## config.mk

```make
export PLATFORM = sky130hd
export DESIGN_NAME = pif_irq_flags
export DESIGN_NICKNAME = d
export VERILOG_FILES = /design/src/pif_pkg.sv /design/src/pif_flag_bank.sv /design/src/pif_irq_flags.sv
export SDC_FILE = /design/constraint.sdc
export NUM_CORES = 1
export LEC_CHECK = 0
export BUFFER_PORTS_ARGS = -buffer_cell sky130_fd_sc_hd__buf_2
export CORE_MARGIN = 4
export CORE_UTILIZATION = 39
export DETAILED_ROUTE_END_ITERATION = 8
export MAX_ROUTING_LAYER = met4
export SYNTH_ARGS = -nofsm -noshare
export SYNTH_HDL_FRONTEND = slang
export SYNTH_HIERARCHICAL = 1
export SYNTH_SLANG_ARGS = --single-unit
```

## constraint.sdc

```tcl
create_clock -name clk -period 2.3 [get_ports clk]
set_input_delay 0.115 -clock clk [delete_from_list [all_inputs] [get_ports clk]]
set_output_delay 0.115 -clock clk [all_outputs]
set_load 0.01 [all_outputs]
```

## src/pif_pkg.sv

```systemverilog
package pif_pkg;

	// ----------------------------------------
	// register byte offsets
	// ----------------------------------------
	localparam logic [7:0] OFS_CTRL  = 8'h00;
	localparam logic [7:0] OFS_EN1   = 8'h04;
	localparam logic [7:0] OFS_EN2   = 8'h08;
	localparam logic [7:0] OFS_REQ1  = 8'h0C;
	localparam logic [7:0] OFS_REQ2  = 8'h10;
	localparam logic [7:0] OFS_RXD   = 8'h14;
	localparam logic [7:0] OFS_TXD   = 8'h18;
	localparam logic [7:0] OFS_OPT   = 8'h1C;
	localparam logic [7:0] OFS_EVST  = 8'h20;
	localparam logic [7:0] OFS_EVMSK = 8'h24;

	// ----------------------------------------
	// field positions
	// ----------------------------------------
	localparam int B_GIE   = 7;
	localparam int B_PERIPHERAL_IRQ_GATE  = 6;
	localparam int B_GATE  = 7;
	localparam int B_CONV  = 6;
	localparam int B_RXF   = 5;
	localparam int B_TXE   = 4;
	localparam int B_SYNC  = 3;
	localparam int B_CC1   = 2;
	localparam int B_PER   = 1;
	localparam int B_OVF   = 0;
	localparam int B_CC2   = 0;
	localparam int B_EVCC2 = 8;
	localparam int EV_W    = 9;
	localparam int NFLAG   = 6;

	// ----------------------------------------
	// values after reset
	// ----------------------------------------
	localparam logic [7:0]      RST_CTRL = 8'h00;
	localparam logic [7:0]      RST_OPT  = 8'hFF;
	localparam logic [7:0]      RST_EN1  = 8'h00;
	localparam logic            RST_EN2  = 1'b0;
	localparam logic [7:0]      RST_BYTE = 8'h00;
	localparam logic [EV_W-1:0] RST_EV   = 9'h000;
	localparam logic            RST_TXE  = 1'b1;

endpackage : pif_pkg

```

## src/pif_flag_bank.sv

```systemverilog
`timescale 1ns/1ps
module pif_flag_bank #(
	parameter int W = 6
) (
	// clock and reset
	input  wire logic         clk,
	input  wire logic         srst,
	// hardware events
	input  wire logic [W-1:0] set,
	// software write
	input  wire logic [W-1:0] wr_en,
	input  wire logic [W-1:0] wr_val,
	// flag state
	output logic      [W-1:0] q
);

	if (W < 1) begin : g_w_chk
		$error("pif_flag_bank: W must be at least 1");
	end

	logic [W-1:0] flag_ff;
	wire  [W-1:0] nxt_flag;

	// --------------------------------------------
	// set wins over a write in the same cycle
	// --------------------------------------------
	assign nxt_flag = set | (wr_en & wr_val) | (~wr_en & flag_ff);
	assign q        = flag_ff;

	always_ff @(posedge clk) begin
		if (srst)
			flag_ff <= '0;
		else
			flag_ff <= nxt_flag;
	end

endmodule : pif_flag_bank

```

## src/pif_irq_flags.sv

```systemverilog
`timescale 1ns/1ps
module pif_irq_flags #(
	parameter int DW = 32
) (
	// clock and reset
	input  wire logic          clk,
	input  wire logic          srst,
	// wishbone slave
	input  wire logic          wb_cyc_i,
	input  wire logic          wb_stb_i,
	input  wire logic          wb_we_i,
	input  wire logic [7:0]    wb_adr_i,
	input  wire logic [3:0]    wb_sel_i,
	input  wire logic [DW-1:0] wb_dat_i,
	output logic      [DW-1:0] wb_dat_o,
	output logic               wb_ack_o,
	// peripheral events
	input  wire logic          gate_active,
	input  wire logic          conv_done,
	input  wire logic          sync_serial_done,
	input  wire logic          capcmp_one_evt,
	input  wire logic          capcmp_one_pwm,
	input  wire logic          capcmp_two_evt,
	input  wire logic          capcmp_two_pwm,
	input  wire logic          period_match,
	input  wire logic          wide_timer_ovf,
	// serial data path
	input  wire logic          rx_byte_valid,
	input  wire logic [7:0]    rx_byte,
	input  wire logic          tx_taken,
	output logic      [7:0]    tx_byte,
	output logic               tx_load,
	// requests
	output logic               periph_irq,
	output logic               irq,
	output logic      [7:0]    option_settings
);

	if (DW < pif_pkg::EV_W) begin : g_dw_chk
		$error("pif_irq_flags: DW too narrow");
	end

	// ----------------------------------------
	// state
	// ----------------------------------------
	logic [7:0]              ctrl_ff;
	logic [7:0]              opt_ff;
	logic [7:0]              en1_ff;
	logic                    en2_ff;
	logic                    gate_flag_ff;
	logic                    gate_prev_ff;
	logic                    rx_full_ff;
	logic [7:0]              rx_data_ff;
	logic                    tx_empty_ff;
	logic [7:0]              tx_byte_ff;
	logic                    tx_load_ff;
	logic [pif_pkg::EV_W-1:0] ev_st_ff;
	logic [pif_pkg::EV_W-1:0] ev_msk_ff;
	logic                    periph_irq_ff;
	logic                    irq_ff;
	logic                    ack_ff;
	logic [DW-1:0]           dat_ff;

	// ----------------------------------------
	// bus decode
	// ----------------------------------------
	wire bus_req  = wb_cyc_i & wb_stb_i & ~ack_ff;
	wire bus_wr   = bus_req & wb_we_i & wb_sel_i[0];
	wire bus_rd   = bus_req & ~wb_we_i;
	wire hit_ctrl = wb_adr_i == pif_pkg::OFS_CTRL;
	wire hit_en1  = wb_adr_i == pif_pkg::OFS_EN1;
	wire hit_en2  = wb_adr_i == pif_pkg::OFS_EN2;
	wire hit_req1 = wb_adr_i == pif_pkg::OFS_REQ1;
	wire hit_req2 = wb_adr_i == pif_pkg::OFS_REQ2;
	wire hit_rxd  = wb_adr_i == pif_pkg::OFS_RXD;
	wire hit_txd  = wb_adr_i == pif_pkg::OFS_TXD;
	wire hit_opt  = wb_adr_i == pif_pkg::OFS_OPT;
	wire hit_evst = wb_adr_i == pif_pkg::OFS_EVST;
	wire hit_evm  = wb_adr_i == pif_pkg::OFS_EVMSK;
	wire wr_ctrl  = bus_wr & hit_ctrl;
	wire wr_en1   = bus_wr & hit_en1;
	wire wr_en2   = bus_wr & hit_en2;
	wire wr_req1  = bus_wr & hit_req1;
	wire wr_req2  = bus_wr & hit_req2;
	wire wr_txd   = bus_wr & hit_txd;
	wire wr_opt   = bus_wr & hit_opt;
	wire wr_evm   = bus_wr & hit_evm;
	wire rd_rxd   = bus_rd & hit_rxd;
	wire rd_evst  = bus_rd & hit_evst;

	// ----------------------------------------
	// latched request flags
	// ----------------------------------------
	wire [pif_pkg::NFLAG-1:0] flag_q;
	wire [pif_pkg::NFLAG-1:0] hw_set;
	wire [pif_pkg::NFLAG-1:0] flag_wen;
	wire [pif_pkg::NFLAG-1:0] flag_wval;

	// order: cc2, conv, sync, cc1, period, overflow
	assign hw_set = {
		capcmp_two_evt & ~capcmp_two_pwm,
		conv_done,
		sync_serial_done,
		capcmp_one_evt & ~capcmp_one_pwm,
		period_match,
		wide_timer_ovf
	};

	assign flag_wen  = {wr_req2, {5{wr_req1}}};
	assign flag_wval = {
		wb_dat_i[pif_pkg::B_CC2],
		wb_dat_i[pif_pkg::B_CONV],
		wb_dat_i[pif_pkg::B_SYNC],
		wb_dat_i[pif_pkg::B_CC1],
		wb_dat_i[pif_pkg::B_PER],
		wb_dat_i[pif_pkg::B_OVF]
	};

	pif_flag_bank #(
		.W      (pif_pkg::NFLAG)
	) u_flags (
		.clk    (clk),
		.srst   (srst),
		.set    (hw_set),
		.wr_en  (flag_wen),
		.wr_val (flag_wval),
		.q      (flag_q)
	);

	wire cc2_flag = flag_q[5];

	// ----------------------------------------
	// register read views
	// ----------------------------------------
	wire [7:0] req1_view = {
		gate_flag_ff,
		flag_q[4],
		rx_full_ff,
		tx_empty_ff,
		flag_q[3],
		flag_q[2],
		flag_q[1],
		flag_q[0]
	};
	wire [7:0] req2_view = {7'h00, cc2_flag};
	wire [7:0] en2_view  = {7'h00, en2_ff};

	wire [7:0] byte_view =
		hit_ctrl ? ctrl_ff :
		hit_en1  ? en1_ff :
		hit_en2  ? en2_view :
		hit_req1 ? req1_view :
		hit_req2 ? req2_view :
		hit_rxd  ? rx_data_ff :
		hit_txd  ? tx_byte_ff :
		hit_opt  ? opt_ff : 8'h00;

	wire [DW-1:0] rd_word =
		hit_evst ? DW'(ev_st_ff) :
		hit_evm  ? DW'(ev_msk_ff) : DW'(byte_view);

	// ----------------------------------------
	// peripheral request gating
	// ----------------------------------------
	wire any_req1 = |(req1_view & en1_ff);
	wire any_req2 = cc2_flag & en2_ff;
	wire nxt_periph_irq = ctrl_ff[pif_pkg::B_GIE]
		& ctrl_ff[pif_pkg::B_PERIPHERAL_IRQ_GATE]
		& (any_req1 | any_req2);

	// ----------------------------------------
	// serial buffer flags
	// ----------------------------------------
	wire nxt_rx_full  = rx_byte_valid | (rx_full_ff & ~rd_rxd);
	wire nxt_tx_empty = wr_txd ? 1'b0 : (tx_taken | tx_empty_ff);

	// ----------------------------------------
	// sticky event status
	// ----------------------------------------
	wire [pif_pkg::EV_W-1:0] ev_now = {
		hw_set[5],
		gate_prev_ff & ~gate_active,
		conv_done,
		rx_byte_valid & ~rx_full_ff,
		tx_taken & ~tx_empty_ff,
		sync_serial_done,
		hw_set[2],
		period_match,
		wide_timer_ovf
	};
	wire [pif_pkg::EV_W-1:0] nxt_ev_st =
		ev_now | (ev_st_ff & ~{pif_pkg::EV_W{rd_evst}});

	// ----------------------------------------
	// registers
	// ----------------------------------------
	always_ff @(posedge clk) begin
		if (srst) begin
			ctrl_ff <= pif_pkg::RST_CTRL;
			opt_ff  <= pif_pkg::RST_OPT;
			en1_ff  <= pif_pkg::RST_EN1;
			en2_ff  <= pif_pkg::RST_EN2;
		end else begin
			if (wr_ctrl)
				ctrl_ff <= wb_dat_i[7:0];
			if (wr_opt)
				opt_ff <= wb_dat_i[7:0];
			if (wr_en1)
				en1_ff <= wb_dat_i[7:0];
			if (wr_en2)
				en2_ff <= wb_dat_i[0];
		end
	end

	always_ff @(posedge clk) begin
		if (srst) begin
			gate_flag_ff <= 1'b0;
			gate_prev_ff <= 1'b0;
			rx_full_ff   <= 1'b0;
			rx_data_ff   <= pif_pkg::RST_BYTE;
		end else begin
			gate_flag_ff <= ~gate_active;
			gate_prev_ff <= gate_active;
			rx_full_ff   <= nxt_rx_full;
			if (rx_byte_valid)
				rx_data_ff <= rx_byte;
		end
	end

	always_ff @(posedge clk) begin
		if (srst) begin
			tx_empty_ff <= pif_pkg::RST_TXE;
			tx_byte_ff  <= pif_pkg::RST_BYTE;
			tx_load_ff  <= 1'b0;
		end else begin
			tx_empty_ff <= nxt_tx_empty;
			tx_load_ff  <= wr_txd;
			if (wr_txd)
				tx_byte_ff <= wb_dat_i[7:0];
		end
	end

	always_ff @(posedge clk) begin
		if (srst) begin
			ev_st_ff      <= pif_pkg::RST_EV;
			ev_msk_ff     <= pif_pkg::RST_EV;
			periph_irq_ff <= 1'b0;
			irq_ff        <= 1'b0;
		end else begin
			ev_st_ff      <= nxt_ev_st;
			periph_irq_ff <= nxt_periph_irq;
			irq_ff        <= |(ev_st_ff & ev_msk_ff);
			if (wr_evm)
				ev_msk_ff <= wb_dat_i[pif_pkg::EV_W-1:0];
		end
	end

	// ----------------------------------------
	// bus answer
	// ----------------------------------------
	always_ff @(posedge clk) begin
		if (srst) begin
			ack_ff <= 1'b0;
			dat_ff <= '0;
		end else begin
			ack_ff <= bus_req;
			if (bus_rd)
				dat_ff <= rd_word;
		end
	end

	assign wb_ack_o        = ack_ff;
	assign wb_dat_o        = dat_ff;
	assign tx_byte         = tx_byte_ff;
	assign tx_load         = tx_load_ff;
	assign periph_irq      = periph_irq_ff;
	assign irq             = irq_ff;
	assign option_settings = opt_ff;
endmodule : pif_irq_flags

```

Word level (Yosys, flattened, before mapping)
Cells that the tools add are included.
{ "op_classes": {"eq_ne": 9, "mux": 11, "bitwise": 45, "n_reduce_logical": 3} }
{ "op_table": {"columns": ["operator", "n"], "rows": [
  ["$mux W8", 8],
  ["$eq A8 B5 Y1 const B", 4],
  ["$and A1 B1 Y1", 24],
  ["$and A9 B9 Y9", 2],
  ["$mux W9", 2],
  ["$eq A8 B4 Y1 const B", 2],
  ["$eq A8 B6 Y1 const B", 2],
  ["$and A6 B6 Y6", 2],
  ["$or A6 B6 Y6", 2],
  ["$not A9 Y9", 1],
  ["$or A9 B9 Y9", 1],
  ["$reduce_or A9 Y1", 1],
  ["$and A8 B8 Y8", 1],
  ["$eq A8 B3 Y1 const B", 1],
  ["$logic_not A8 Y1", 1],
  ["$not A1 Y1", 8],
  ["$reduce_or A8 Y1", 1],
  ["$not A6 Y6", 1],
  ["$or A1 B1 Y1", 3],
  ["$mux W1", 1]
]} }
{ "word_totals": {"register_bits": 105, "in_bits": 68, "out_inout_bits": 52, "word_cells": 86} }

Logic depth before layout (Yosys ltp)
{ "depth": {"ltp_word": 11, "ltp_mapped": 7, "ltp_nobuf": 5} }

Hierarchy
The synthesis kept the hierarchy.
{ "by_module_without_submodules": {"columns": ["module", "instances", "cells_each", "area_each_um2", "seq_area_each_um2"], "rows": [
  ["pif_irq_flags", 1, 405, 3648.5, 1521.5],
  ["pif_flag_bank", 1, 24, 232.7, 120.1]
]} }

Worst setup path after synthesis
Ideal clock, no wire load.
{ "synth_path": {"path_kind": "register -> register", "startpoint": "register ack_ff (netlist: wb_ack_o)", "endpoint": "register u_flags.flag_ff[0] (netlist: u_flags/q[0])", "setup_time_ps": 118, "t_arrival_ps": 1942, "required_time_ps": 2182, "path_slack_ps": 239, "stages_incl_launch_ff": 6, "n_path_buf": 0, "period_less_slack_ps": 2061, "cell_sequence": "dfxtp_1 > and3b_1 > nand4_1 > nor4_1 > mux2i_1 > a21oi_1"} }
{ "synth_via": {"elab_chain_len": 8, "word_cells_on_any_way": 10, "cone_classes": "bitwise (10)"} }
{ "synth_lines": {"columns": ["element", "line_no", "source"], "rows": [
  ["start: declaration", "pif_irq_flags.sv:61", "logic ack_ff;"],
  ["start signal: assignment", "pif_irq_flags.sv:266", "ack_ff <= bus_req;"],
  ["$not A1 Y1 *", "pif_irq_flags.sv:67", "wire bus_req = wb_cyc_i & wb_stb_i & ~ack_ff;"],
  ["$and A1 B1 Y1 *", "pif_irq_flags.sv:67", null],
  ["$and A1 B1 Y1 * (2 in series)", "pif_irq_flags.sv:68", "wire bus_wr = bus_req & wb_we_i & wb_sel_i[0];"],
  ["$and A1 B1 Y1 *", "pif_irq_flags.sv:83", "wire wr_req1 = bus_wr & hit_req1;"],
  ["net wr_req1", "pif_irq_flags.sv:83", null],
  ["$and A6 B6 Y6 or $not A6 Y6 (tied branches)", "pif_flag_bank.sv:27", "assign nxt_flag = set | (wr_en & wr_val) | (~wr_en & flag_ff);"],
  ["$or A6 B6 Y6 or $and A6 B6 Y6 (tied branches)", "pif_flag_bank.sv:27", null],
  ["$or A6 B6 Y6 *", "pif_flag_bank.sv:27", null],
  ["end signal: assignment", "pif_flag_bank.sv:34", "flag_ff <= nxt_flag;"],
  ["end: declaration", "pif_flag_bank.sv:21", "logic [W-1:0] flag_ff;"]
]} }
The timed path passes the listed nets; every way through them passes the cells marked *.
A chain may end at the register's enable or synchronous reset.

Final worst setup path
Ends and elaborated chain as after synthesis.

==> results.sh <==
export IMPL_grt_total_usage_pct=18.4
export IMPL_netlist_instances=429
export IMPL_num_antenna_cells=0
export IMPL_pin_count=120
export IMPL_period_share_pct=75.5
export IMPL_path_delay_family="simple AND/OR/NAND/NOR gates"
export IMPL_avgSynthCellArea_um2=9.05
export IMPL_worst_clock_skew_ps=9.28
export IMPL_gp_congestion=0.790
export IMPL_clock_latency_ps=350
export IMPL_end_kind="flop"
export IMPL_post_drt_via_cell_ratio=5.20
export IMPL_routed_wl_um=10200
export IMPL_drc_errors=0
export IMPL_drv_slew=0
export IMPL_synthTopCellsByArea="dfxtp_1, mux2i_1, nor2_1"
export IMPL_wl_per_cell_um=15.6
export IMPL_status="complete, no violations"
export IMPL_r2r_slack_ps=560
export IMPL_ant_nets=0
export IMPL_first_iter_violations=182
export IMPL_clockBufferDepth=2
export IMPL_grt_max_degree=48
export IMPL_yosys_register_bits=82
export IMPL_utilization_pct=47.7
export IMPL_num_vias=3390
export IMPL_grt_pass1_vias=3251
export IMPL_postCtsResizedCells=0
export IMPL_dpl_cell_area_um2=4340
export IMPL_crit_type="reg -> reg"
export IMPL_power_frac_clock_pct=36.8
export IMPL_syn_to_final_growth_pct=19.7
export IMPL_cts_buffers=9
export IMPL_fin_crit_ps=1740
export IMPL_clock_sinks=82
export IMPL_design_area_um2=4640
export IMPL_ir_worst_vdd_v=0.000314
export IMPL_cp_depth=6
export IMPL_core_um2=9730
export IMPL_hold_viol_final=0
export IMPL_power_density_nw_per_um2=601
export IMPL_nFillCells=976
export IMPL_ys_types=46
export IMPL_crit_arrival_ps=1970
export IMPL_min_path_type="in -> reg"
export IMPL_report_final_setup_viol=0
export IMPL_num_nets_final=582
export IMPL_synth_largest_area_cell="dfxtp_1"
export IMPL_dp_hpwl_um=7370
export IMPL_seqCellArea_um2=1640
export IMPL_reg2reg_to="u_flags/q[0]"
export IMPL_power_leakage_nw=1.82
export IMPL_synth_edf_count=0
export IMPL_post_synth_top_count_cell="nor2_1"
export IMPL_drtPass1Iterations=5
export IMPL_synth_top_area_share_pct=42.3
export IMPL_drive_above_1_share_pct=22.7
export IMPL_antenna_found_initial=0
export IMPL_fp_dieH_um=108
export IMPL_ctsRootBufferMaster="clkbuf_8"
export IMPL_drv_cap=0
export IMPL_synthArstFlopShare_pct=0
export IMPL_p_total_mw=2.79
export IMPL_syn_area_um2=3880
export IMPL_rr_worst_depth=6
export IMPL_fmax_ghz=0.576
export IMPL_die_w_um=108
export IMPL_relSlewSlack_pct=52.8
export IMPL_crit_start="wb_ack_o"
export IMPL_worst_pin_slew_ps=709
export IMPL_synth_flop_cell="dfxtp_1"
export IMPL_crit_path_top_delay_cell="dfxtp_1"
export IMPL_comb_power_share_pct=10.3
export IMPL_power_internal_mw=2.06
export IMPL_cp_slowest_stage_delay_ps=320
export IMPL_switching_share_pct=26.3
export IMPL_overflow=0
export IMPL_crit_end="u_flags/q[0]"
export IMPL_cp_num_buf_inv=1
export IMPL_switchingPower_mw=0.735
export IMPL_synthTopCellsByCount="nor2_1, dfxtp_1, mux2i_1"
export IMPL_seqPwrFrac_pct=53.0
export IMPL_critPathMaxFanout=5
export IMPL_startpoint_type="flop"
export IMPL_rows=36
export IMPL_crit_required_ps=2540
export IMPL_initial_core_util_pct=39.9
export IMPL_tritoncts="yes"
export IMPL_multi_input_area_um2=2030
export IMPL_h_tree_depth=3
export IMPL_path_cells="and3b_1 > nand4_1 > nor4_1 > buf_4 > mux2i_1 > a21oi_1"
export IMPL_worstReg2RegStart="wb_ack_o"
export IMPL_yosys_warnings=6
export IMPL_grt_pass1_wl_um=16500
export IMPL_setup_tns_ps=0
export IMPL_rsz0062_at_grt="false"
export IMPL_synth_seq_area_share_pct=42.3
export IMPL_clk_pin_slew_worst_paths_ps=80
export IMPL_numPortBuffers=70
export IMPL_dieArea_um2=11600
-- how the worst min path moves through the flow --
| stage | start | to | slack (ps) | cells past startpoint |
|---|---|---|---|---|
| after global placement | gate_active | gate_flag_ff | 330 | 2 |
| after floorplan | srst | u_flags/q[0] | 180 | 1 |
| final | wide_timer_ovf | ev_st_ff[0] | 10 | 3 |
| after global routing | wide_timer_ovf | u_flags/q[0] | 30 | 3 |
| after CTS | wide_timer_ovf | ev_st_ff[0] | 9 | 3 |
| after detailed placement | gate_active | gate_flag_ff | 320 | 2 |
-- state kept, by name, summed over array words and instances, names as in the netlist, 6 cells and up --
name,flops
ctrl_ff,8
en1_ff,8
ev_msk_ff,9
ev_st_ff,9
option_settings,8
rx_data_ff,8
tx_byte,8
u_flags/q,6
wb_dat_o,9
-- stage by stage --
step | std cells | setup slack (ps) | hold slack (ps)
6_report | 652 | 562 | 13.5
3_5_place_dp | 625 | 438 | 321
4_1_cts | 652 | 551 | 8.66
3_3_place_gp | 625 | 427 | 327
5_1_grt | 652 | 438 | 26.6
2_1_floorplan | 451 | 239 | 184
-- cells by family (layout without fill, tap and decap cells) --
family / count (synthesis) / count (layout) / share of synthesized area (%)
AO/OA/AOI/OAI: 96 / 96 / 16.5
buffers and inverters: 50 / 118 / 7.45
flip-flops: 82 / 82 / 42.3
multiplexers: 56 / 56 / 14.7
other: 1 / 23 / 0.0966
AND/OR/NAND/NOR: 144 / 144 / 19.0
-- cells in the final DEF (no fill, tap or decap), types with 2 or more instances in the layout --
cell and instances:
mux2_2 8, nor4_1 2, conb_1 23, dfxtp_1 82
nand2_1 8, dlygate4sd3_1 11, and3b_1 2, a21oi_1 26
o32ai_1 7, inv_1 7, o21ai_0 17, mux2i_1 48
nor2b_1 15, a222oi_1 2, clkbuf_8 12, nor2_2 2
clkinv_4 2, a211o_1 8, nor2_1 86, nand3_1 3
buf_2 70, a221oi_1 2, a21boi_0 8, nor3_1 12
buf_4 13, nand4_1 2, a22oi_1 18
-- tightest hold or removal path, cell delays in order --
cell and delay [ps]:
buf_2 100, a21oi_1 40, nor2_1 70
-- area by class of cell --
type,count,area share (%)
repair buffers,95,12.4
inverters,7,0.566
clock inverters,4,0.727
multi-input cells,319,43.8
flip-flops and latches,82,35.3
clock buffers,12,3.56
well taps,133,3.58
-- what timing repair did --
action,4_1_cts,5_1_grt
setup buffers,0,0
hold buffers,11,0
endpoints found under the hold margin,11,0
-- power groups by stage --
stage / clock, mW / combinational [mW] / sequential [mW]
after floorplan: 0 / 0.183 / 1.51
after global placement: 0 / 0.267 / 1.51
after detailed placement: 0 / 0.271 / 1.51
after CTS: 1.05 / 0.287 / 1.48
after global routing: 1.11 / 0.319 / 1.48
final: 1.03 / 0.287 / 1.48
-- layer usage --
metal	vias to the layer above	GRT usage, %	share of wire, %
met1	1610	23.6	46
met3	14	2.58	4.8
met2	112	30.0	48
met5	-	-	0
li1	1654	-	-
met4	0	6.22	1.5
Note: power is estimated with default switching activity, not from simulation.
